**src/aorfr_wait_note.sv**
```systemverilog
// Bus timing: every register access is answered after one wait state

```
**src/aorfr_pkg.sv**
```systemverilog
// Shared constants, field layouts and carrier types of the lane/fault block
package aorfr_pkg;

	// Bus geometry: one register per aligned 32-bit word
	localparam int ADDR_BITS = 6;
	localparam int DATA_BITS = 32;
	localparam int WORD_BITS = 16;

	// Register indices; the byte address is four times the index
	localparam logic [3:0] IDX_ALERT_CTRL = 4'h1;
	localparam logic [3:0] IDX_LANE_CTRL  = 4'h2;
	localparam logic [3:0] IDX_FAULT      = 4'h3;
	localparam logic [3:0] IDX_LOW_THR    = 4'h4;
	localparam logic [3:0] IDX_HIGH_THR   = 4'h5;
	localparam logic [3:0] IDX_IRQ_STATUS = 4'h8;
	localparam logic [3:0] IDX_IRQ_MASK   = 4'h9;

	// Field positions inside a register word
	localparam int SEL_MSB      = 15;
	localparam int SEL_LSB      = 12;
	localparam int LANE_MSB     = 9;
	localparam int LANE_LSB     = 8;
	localparam int CODE_MSB     = 7;
	localparam int CODE_LSB     = 0;
	localparam int THR_MSB      = 11;
	localparam int ALERT_EN_BIT = 3;

	// Lane-select field encodings
	localparam logic [1:0] LANE_TWO   = 2'h0;
	localparam logic [1:0] LANE_ONE_A = 2'h1;
	localparam logic [1:0] LANE_FOUR  = 2'h2;
	localparam logic [1:0] LANE_ONE_B = 2'h3;

	// Reset field codes
	localparam logic [7:0] CODE_SOFT = 8'h3C;
	localparam logic [7:0] CODE_HARD = 8'hFF;

	// Values after reset
	localparam logic [1:0]  LANE_RST     = 2'h0;
	localparam logic        ALERT_EN_RST = 1'b0;
	localparam logic [11:0] LOW_THR_RST  = 12'h800;
	localparam logic [11:0] HIGH_THR_RST = 12'hFFF;
	localparam logic [3:0]  LOW_FILL     = 4'h0;
	localparam logic [3:0]  HIGH_FILL    = 4'hF;

	// Fault flag layout; channel n has low flag 2n and high flag 2n+1
	localparam int FAULT_BITS = 10;
	localparam int CRC_BIT    = 9;
	localparam int SETUP_BIT  = 8;
	localparam logic [9:0] FAULT_RST      = 10'h000;
	localparam logic [9:0] FAULT_COR_MASK = 10'h2FF;

	// Interrupt status layout
	localparam int IRQ_BITS  = 3;
	localparam int IRQ_FAULT = 0;
	localparam int IRQ_SOFT  = 1;
	localparam int IRQ_HARD  = 2;
	localparam logic [2:0] IRQ_RST = 3'h0;

	// Serial output timing and lengths
	localparam int CHANNELS       = 4;
	localparam int SER_DIV_CYCLES = 4;
	localparam int DIV_W          = $clog2(SER_DIV_CYCLES);
	localparam logic [6:0] LEN_ONE  = 7'h40;
	localparam logic [6:0] LEN_TWO  = 7'h20;
	localparam logic [6:0] LEN_FOUR = 7'h10;

	// Four simultaneous results, channel A in the top bits
	typedef struct packed {
		logic [15:0] ch_a;
		logic [15:0] ch_b;
		logic [15:0] ch_c;
		logic [15:0] ch_d;
	} aorfr_results_t;

	// Serial output lanes
	typedef struct packed {
		logic a;
		logic b;
		logic c;
		logic d;
	} aorfr_lanes_t;

	typedef enum logic {SER_IDLE, SER_SHIFT} aorfr_ser_state_t;

endpackage

```
**src/aorfr_regs.sv**
```systemverilog
// Lane control, reset codes and sticky fault flags behind an Avalon slave
//
// Implementation choice: register access over Avalon-MM.
module aorfr_regs
	import aorfr_pkg::*;
(
	input  wire logic                 core_clk,
	input  wire logic                 rst_n,
	input  wire logic [ADDR_BITS-1:0] avs_address,
	input  wire logic                 avs_read,
	input  wire logic                 avs_write,
	input  wire logic [DATA_BITS-1:0] avs_writedata,
	output logic      [DATA_BITS-1:0] avs_readdata,
	output logic                      avs_waitrequest,
	input  wire logic                 result_valid,
	input  wire aorfr_results_t       results,
	input  wire logic                 crc_write_error,
	input  wire logic                 setup_load_error,
	output logic                      result_lane_a,
	output logic                      result_lane_b,
	output logic                      result_lane_c,
	output logic                      result_lane_d_shared_pin,
	output logic                      setup_restart,
	output logic                      irq
);

	logic [1:0]            lane_ctrl_r;
	logic                  alert_en_r;
	logic [11:0]           low_thr_r;
	logic [11:0]           high_thr_r;
	logic [FAULT_BITS-1:0] fault_r;
	logic [FAULT_BITS-1:0] fault_set;
	logic [FAULT_BITS-1:0] fault_clr;
	logic [IRQ_BITS-1:0]   irq_status_r;
	logic [IRQ_BITS-1:0]   irq_status_nxt;
	logic [IRQ_BITS-1:0]   irq_mask_r;
	logic [IRQ_BITS-1:0]   irq_mask_nxt;
	logic [IRQ_BITS-1:0]   irq_event;
	logic [3:0]            idx;
	logic                  sel_ok;
	logic                  wr_acc;
	logic                  rd_acc;
	logic                  lane_wr;
	logic                  soft_pulse;
	logic                  hard_pulse;
	logic                  fault_rd;
	logic                  alert_level;
	logic [WORD_BITS-1:0]  rd_word;
	logic [15:0]           chan [CHANNELS];
	aorfr_lanes_t          ser_lanes;
	logic                  ser_busy;

	// Result strictly above the high limit, low nibble filled with ones
	function automatic logic over_high(input logic [15:0] res,
		input logic [11:0] thr);
		over_high = (res > {thr, HIGH_FILL});
	endfunction

	// Result strictly below the low limit, low nibble filled with zeros
	function automatic logic under_low(input logic [15:0] res,
		input logic [11:0] thr);
		under_low = (res < {thr, LOW_FILL});
	endfunction

	// Access decode; the word's own select field must name the register
	assign idx        = avs_address[5:2];
	assign sel_ok     = (avs_writedata[SEL_MSB:SEL_LSB] == idx);
	assign wr_acc     = avs_write && !avs_waitrequest;
	assign rd_acc     = avs_read && !avs_waitrequest;
	assign lane_wr    = wr_acc && (idx == IDX_LANE_CTRL) && sel_ok;
	assign soft_pulse = lane_wr &&
		(avs_writedata[CODE_MSB:CODE_LSB] == CODE_SOFT);
	assign hard_pulse = lane_wr &&
		(avs_writedata[CODE_MSB:CODE_LSB] == CODE_HARD);
	assign fault_rd   = rd_acc && (idx == IDX_FAULT);

	// One wait state per access: answer on the second cycle of a request
	always_ff @(posedge core_clk) begin
		if (!rst_n)
			avs_waitrequest <= 1'b1;
		else if ((avs_read || avs_write) && avs_waitrequest)
			avs_waitrequest <= 1'b0;
		else
			avs_waitrequest <= 1'b1;
	end

	// Read word; every mapped register echoes its index in the top bits
	always_comb begin
		rd_word = '0;
		if (idx == IDX_ALERT_CTRL) begin
			rd_word[ALERT_EN_BIT] = alert_en_r;
		end else if (idx == IDX_LANE_CTRL) begin
			rd_word[LANE_MSB:LANE_LSB] = lane_ctrl_r;
		end else if (idx == IDX_FAULT) begin
			rd_word[FAULT_BITS-1:0] = fault_r;
		end else if (idx == IDX_LOW_THR) begin
			rd_word[THR_MSB:0] = low_thr_r;
		end else if (idx == IDX_HIGH_THR) begin
			rd_word[THR_MSB:0] = high_thr_r;
		end else if (idx == IDX_IRQ_STATUS) begin
			rd_word[IRQ_BITS-1:0] = irq_status_r;
		end else if (idx == IDX_IRQ_MASK) begin
			rd_word[IRQ_BITS-1:0] = irq_mask_r;
		end
		if (idx == IDX_ALERT_CTRL || idx == IDX_LANE_CTRL ||
			idx == IDX_FAULT || idx == IDX_LOW_THR ||
			idx == IDX_HIGH_THR || idx == IDX_IRQ_STATUS ||
			idx == IDX_IRQ_MASK)
			rd_word[SEL_MSB:SEL_LSB] = idx;
	end

	// Read data is caught in the wait cycle and stands until the next read
	always_ff @(posedge core_clk) begin
		if (!rst_n)
			avs_readdata <= '0;
		else if (avs_read && avs_waitrequest)
			avs_readdata <= {16'h0000, rd_word};
	end

	// Lane mode; a hard reset wins over the lane field in the same word
	always_ff @(posedge core_clk) begin
		if (!rst_n || hard_pulse)
			lane_ctrl_r <= LANE_RST;
		else if (lane_wr)
			lane_ctrl_r <= avs_writedata[LANE_MSB:LANE_LSB];
	end

	// Alert enable and both thresholds return to defaults on hard reset
	always_ff @(posedge core_clk) begin
		if (!rst_n || hard_pulse) begin
			alert_en_r <= ALERT_EN_RST;
			low_thr_r  <= LOW_THR_RST;
			high_thr_r <= HIGH_THR_RST;
		end else if (wr_acc && sel_ok) begin
			if (idx == IDX_ALERT_CTRL)
				alert_en_r <= avs_writedata[ALERT_EN_BIT];
			else if (idx == IDX_LOW_THR)
				low_thr_r <= avs_writedata[THR_MSB:0];
			else if (idx == IDX_HIGH_THR)
				high_thr_r <= avs_writedata[THR_MSB:0];
		end
	end

	// Channel results in index order for the comparator loop
	assign chan[0] = results.ch_a;
	assign chan[1] = results.ch_b;
	assign chan[2] = results.ch_c;
	assign chan[3] = results.ch_d;

	// Events raised this cycle; all sources share core_clk
	always_comb begin
		fault_set = '0;
		fault_set[CRC_BIT]   = crc_write_error;
		fault_set[SETUP_BIT] = setup_load_error;
		if (result_valid) begin
			for (int n = 0; n < CHANNELS; n++) begin
				fault_set[2*n+1] = over_high(chan[n], high_thr_r);
				fault_set[2*n]   = under_low(chan[n], low_thr_r);
			end
		end
	end

	// Only bits that went out in the read word are cleared, so an event
	// that lands between capture and accept survives to the next read
	assign fault_clr = fault_rd ?
		(avs_readdata[FAULT_BITS-1:0] & FAULT_COR_MASK) : '0;

	// Sticky fault flags; a set in the clearing cycle wins
	always_ff @(posedge core_clk) begin
		if (!rst_n)
			fault_r <= FAULT_RST;
		else if (hard_pulse)
			fault_r <= fault_set;
		else if (soft_pulse)
			fault_r <= (fault_r & ~FAULT_COR_MASK) | fault_set;
		else
			fault_r <= (fault_r & ~fault_clr) | fault_set;
	end

	// Interrupt status, write one to clear, event wins over the clear
	assign irq_event[IRQ_FAULT] = |(fault_set & ~fault_r);
	assign irq_event[IRQ_SOFT]  = soft_pulse;
	assign irq_event[IRQ_HARD]  = hard_pulse;
	always_comb begin
		irq_status_nxt = irq_status_r | irq_event;
		irq_mask_nxt   = irq_mask_r;
		if (wr_acc && sel_ok && idx == IDX_IRQ_STATUS)
			irq_status_nxt = (irq_status_r &
				~avs_writedata[IRQ_BITS-1:0]) | irq_event;
		if (wr_acc && sel_ok && idx == IDX_IRQ_MASK)
			irq_mask_nxt = avs_writedata[IRQ_BITS-1:0];
	end

	// Interrupt registers are bus-side and survive the hard reset code
	always_ff @(posedge core_clk) begin
		if (!rst_n) begin
			irq_status_r <= IRQ_RST;
			irq_mask_r   <= IRQ_RST;
			irq          <= 1'b0;
		end else begin
			irq_status_r <= irq_status_nxt;
			irq_mask_r   <= irq_mask_nxt;
			irq          <= |(irq_status_nxt & irq_mask_nxt);
		end
	end

	// Serialiser starts on a fresh result only when idle
	aorfr_serializer u_ser (
		.core_clk  (core_clk),
		.rst_n     (rst_n),
		.flush     (soft_pulse || hard_pulse),
		.start     (result_valid && !ser_busy),
		.results   (results),
		.lane_mode (lane_ctrl_r),
		.lanes     (ser_lanes),
		.busy      (ser_busy)
	);

	assign alert_level = |fault_r[7:0];

	// Pin stage; the shared pin shows the alert only in lane code 01
	always_ff @(posedge core_clk) begin
		if (!rst_n) begin
			result_lane_a            <= 1'b0;
			result_lane_b            <= 1'b0;
			result_lane_c            <= 1'b0;
			result_lane_d_shared_pin <= 1'b0;
		end else begin
			result_lane_a <= ser_lanes.a;
			result_lane_b <= ser_lanes.b;
			result_lane_c <= ser_lanes.c;
			if (lane_ctrl_r == LANE_FOUR)
				result_lane_d_shared_pin <= ser_lanes.d;
			else if (lane_ctrl_r == LANE_ONE_A && alert_en_r)
				result_lane_d_shared_pin <= alert_level;
			else
				result_lane_d_shared_pin <= 1'b0;
		end
	end

	// Restart pulse for the setup loader after a hard reset
	always_ff @(posedge core_clk) begin
		if (!rst_n)
			setup_restart <= 1'b0;
		else
			setup_restart <= hard_pulse;
	end
endmodule

```
**src/aorfr_serializer.sv**
```systemverilog
// Shifts one frame of four results out over one, two or four lanes
module aorfr_serializer
	import aorfr_pkg::*;
(
	input  wire logic           core_clk,
	input  wire logic           rst_n,
	input  wire logic           flush,
	input  wire logic           start,
	input  wire aorfr_results_t results,
	input  wire logic [1:0]     lane_mode,
	output aorfr_lanes_t        lanes,
	output logic                busy
);

	aorfr_ser_state_t state_r;
	logic [63:0]      shift_r;
	logic [6:0]       count_r;
	logic [DIV_W-1:0] div_r;
	logic             bit_en;

	// Bits each lane carries for one frame
	function automatic logic [6:0] lane_len(input logic [1:0] mode);
		case (mode)
			LANE_TWO:  lane_len = LEN_TWO;
			LANE_FOUR: lane_len = LEN_FOUR;
			default:   lane_len = LEN_ONE;
		endcase
	endfunction

	// Free-running divider gives the bit-rate enable
	always_ff @(posedge core_clk) begin
		if (!rst_n)
			div_r <= '0;
		else
			div_r <= div_r + 1'b1;
	end
	assign bit_en = (div_r == DIV_W'(SER_DIV_CYCLES - 1));

	// Frame sequencer; a flush abandons the frame at once
	always_ff @(posedge core_clk) begin
		if (!rst_n || flush) begin
			state_r <= SER_IDLE;
			shift_r <= '0;
			count_r <= '0;
			lanes   <= '0;
		end else begin
			case (state_r)
				SER_IDLE: begin
					if (start) begin
						shift_r <= results;
						count_r <= lane_len(lane_mode);
						state_r <= SER_SHIFT;
					end
				end
				SER_SHIFT: begin
					if (bit_en) begin
						if (count_r == 7'h00) begin
							lanes   <= '0;
							state_r <= SER_IDLE;
						end else begin
							// Quarter taps follow the frame as it shifts
							lanes.a <= shift_r[63];
							lanes.b <= (lane_mode == LANE_TWO) ? shift_r[31] :
								(lane_mode == LANE_FOUR) ? shift_r[47] : 1'b0;
							lanes.c <= (lane_mode == LANE_FOUR) && shift_r[31];
							lanes.d <= (lane_mode == LANE_FOUR) && shift_r[15];
							shift_r <= {shift_r[62:0], 1'b0};
							count_r <= count_r - 7'h01;
						end
					end
				end
				default: state_r <= SER_IDLE;
			endcase
		end
	end

	assign busy = (state_r == SER_SHIFT);

endmodule

```
**config.mk**
```make
export PLATFORM = sky130hd
export DESIGN_NAME = aorfr_regs
export DESIGN_NICKNAME = d
export VERILOG_FILES = /design/src/aorfr_wait_note.sv /design/src/aorfr_pkg.sv /design/src/aorfr_regs.sv /design/src/aorfr_serializer.sv
export SDC_FILE = /design/constraint.sdc
export NUM_CORES = 1
export LEC_CHECK = 0
export BUFFER_PORTS_ARGS = -buffer_cell sky130_fd_sc_hd__buf_2
export CORE_AREA = 2 2 135 137
export DETAILED_ROUTE_END_ITERATION = 10
export DIE_AREA = 0 0 137 139
export PLACE_DENSITY = 0.75
export SYNTH_ARGS = -nofsm -noshare
export SYNTH_HDL_FRONTEND = slang
export SYNTH_SLANG_ARGS = --single-unit
```
**constraint.sdc**
```tcl
create_clock -name core_clk -period 2.9 [get_ports core_clk]
set_clock_uncertainty 0.2 [all_clocks]
set_input_delay 0.435 -clock core_clk [delete_from_list [all_inputs] [get_ports core_clk]]
set_output_delay 0.435 -clock core_clk [all_outputs]
set_load 0.01 [all_outputs]
```
==> reports/metrics.cfg <==
[global_route]
grt_pass1_vias=7424
grtUsageTotal_pct=26.44
grt_max_degree=76
antenna_found_initial=0
overflow=0
grt_pass1_wl_mm=38.94

[layout]
nNetsFinal=1307
stdcell_area_um2=9998
drive_gt1_share_pct=17.28
final_cells=1346
num_antenna_cells=0
postLayoutCoreUtil_pct=56.63
area_growth_pct=16.17

[placement]
dp_slack_ps=46.25
dp_hpwl_mm=18.33
dp_cells=1314
numPortBuffers=113
gp_congestion=0.9716
place_area_um2=9355

[setup_path]
required_ps=3020
slowest_delay_ps=500
end_kind=flip-flop
cp_cell_sequence=inv_1, ha_1, a21o_1, nand3_1, a21oi_1, a2111oi_1, o32ai_1, a211oi_2, o211ai_1
critPathKind=flip-flop to flip-flop
crit_slowest_cell=a2111oi_1
cp-start-kind=flip-flop
path_max_fanout=6
arrival_ps=2920

[timing]
min_period_ps=2799
drv_slew=0
setup_viol=0
relSlewSlack_pct=45.62
setup_slack_ps=100.5
grt_setup_unrepaired=false
tightestPinTransition_ps=812.7
timing.hold.ws_ps=15.83
finalHoldViolCount=0
fmaxAchievable_mhz=357.2
fin_crit_sh_pct=96.53
fin_setup_tns_ps=0

[synthesis]
yosysTopAreaCell=dfxtp_1
synth_xor_xnor_area_share_pct=0.6106
synth_top_family_by_area=compound AO/OA/AOI/OAI gates
synth_top_flop_cell=dfxtp_1
synth_edf_count=0
synth_compound_area_share_pct=18.91
synthSimpleGateAreaFrac_pct=17.34
netlist_area_um2=8607
synth_top_cells_by_count=dfxtp_1, nor2_1, ha_1
synth.area.mux_share_pct=9.493
yosysMostFrequentCell=dfxtp_1
yosysWarnings=0
yosys.cell_types.count=64
synth_fa_ha_area_share_pct=13.66
synth_seq_cells=144
netlist.area_leader.share_pct=33.49
postSynth.asyncResetShare_pct=0
synth.avg_cell_area_um2=8.607
yosys-top-cells-area=dfxtp_1, ha_1, mux2i_1, a211oi_1, nor2_1
synthCells=1000
ys_seq_area_share_pct=33.49

[routing]
vias=7920
first_pass_iters=5
drt-total-wl_mm=24.90
post_drt_wl_per_cell_um=18.50
ant_nets=0
drcViolationCount=0
drtIter0Drc=618
detail_route.vias_per_cell=5.884

[floorplanning]
row_count=49
start_util_pct=48.75
die_h_um=139
die_w_um=137
die_area_um2=19040
core_area_um2=17660
pin_count=148

[power_and_ir_drop]
p_sw_share_pct=27.02
p_switching_mw=1.411
pwr_density_cell_nw_per_um2=522.1
pwr-share-comb_pct=13.5
power_mw=5.220
internal-power_mw=3.810
clock_power_share_pct=45.4
peakVddDrop_uv=399.6
p_leak_nw=4.378
p_seq_share_pct=41.2

[worst_hold_path]
holdCritPathClass=input pin to flip-flop

[cts]
cts_made_buffers=17
cts_resized=0
post_cts_buffers=0
clk_latency_ps=440
cts_root_buf=clkbuf_16
cts_tree=done
htree_levels=4
cts_hold_buf=0
cts_sinks=144
clk_pin_slew_ps=60
clock_path_buffers=2

[status]
status=complete, no violations

[flow_run]
max_cap_viol_count=0

power by group through the flow:
stage,registers (mW),logic (mW),clock network [mW]
after global placement,2.19,0.672,0
final,2.15,0.703,2.37
after global routing,2.16,0.777,2.47
after CTS,2.15,0.697,2.40
after detailed placement,2.19,0.688,0
after floorplan,2.17,0.492,0
registers in the layout, indices dropped and copies added, names as in the netlist, 2 cells and up:
register	count
high_thr_r	12
u_ser.div_r	2
lane_ctrl_r	2
irq_mask_r	3
fault_r	10
u_ser.lanes	4
avs_readdata	16
u_ser.shift_r	64
low_thr_r	12
u_ser.count_r	7
irq_status_r	3
placed cells by master (no fill, tap or decap), types with 38 or more instances in the layout:
cell and count:
a211oi_1 76, a21oi_1 72, buf_2 113, dfxtp_1 143, ha_1 94, inv_1 38, mux2i_1 76, nand2_1 75
nor2_1 129, o21ai_0 38
logic make-up after synthesis:
kind of cell               after synthesis
AOI/OAI and AO/OA                      246
xor gates and xnor gates                 6
adders and majority gates               94
buffers and inverters                  109
DFF                                    144
muxes                                   79
other                                    1
and+or+nand+nor                        321
final cells by class:
type | count | area (µm²)
multi-input combinational | 762 | 5245
fill | 1623 | 7659
clock buffer | 19 | 464.2
tap | 229 | 286.5
timing repair buffer | 141 | 800.8
sequential | 144 | 2887
clock inverter | 13 | 172.7
inverter | 38 | 142.6
path summary, 6_finish.rpt:
kind | cells after the start | slack (ps) | startpoint | to
hold reg to reg | 1 | 240 | u_ser.div_r[0]$_SDFF_PN0_ | u_ser.div_r[0]$_SDFF_PN0_
hold / removal | 2 | 20 | avs_write | avs_waitrequest$_SDFF_PN1_
setup reg to reg | 9 | 100 | high_thr_r[1]$_SDFFE_PP1P_ | irq$_SDFF_PN0_
setup / recovery | 9 | 100 | high_thr_r[1]$_SDFFE_PP1P_ | irq$_SDFF_PN0_
critical path, delay by kind of cell, from the launching register on:
family	cells	cell delay, ps
adders and majority gates	1	350
buffers and inverters	1	390
DFF	1	300
AOI/OAI and AO/OA	6	1380
and+or+nand+nor	1	70
layer usage:
metal	vias to the layer above	routed length [µm]	share of wire, %	track usage, %
met5	-	0	0	0
met4	0	875	3.5	11.29
met3	61	1688	6.8	5.373
met2	280	11470	46	41.40
met1	3743	10860	44	35.14
li1	3836	-	-	-
No activity file was read; power rests on OpenSTA's default activity.
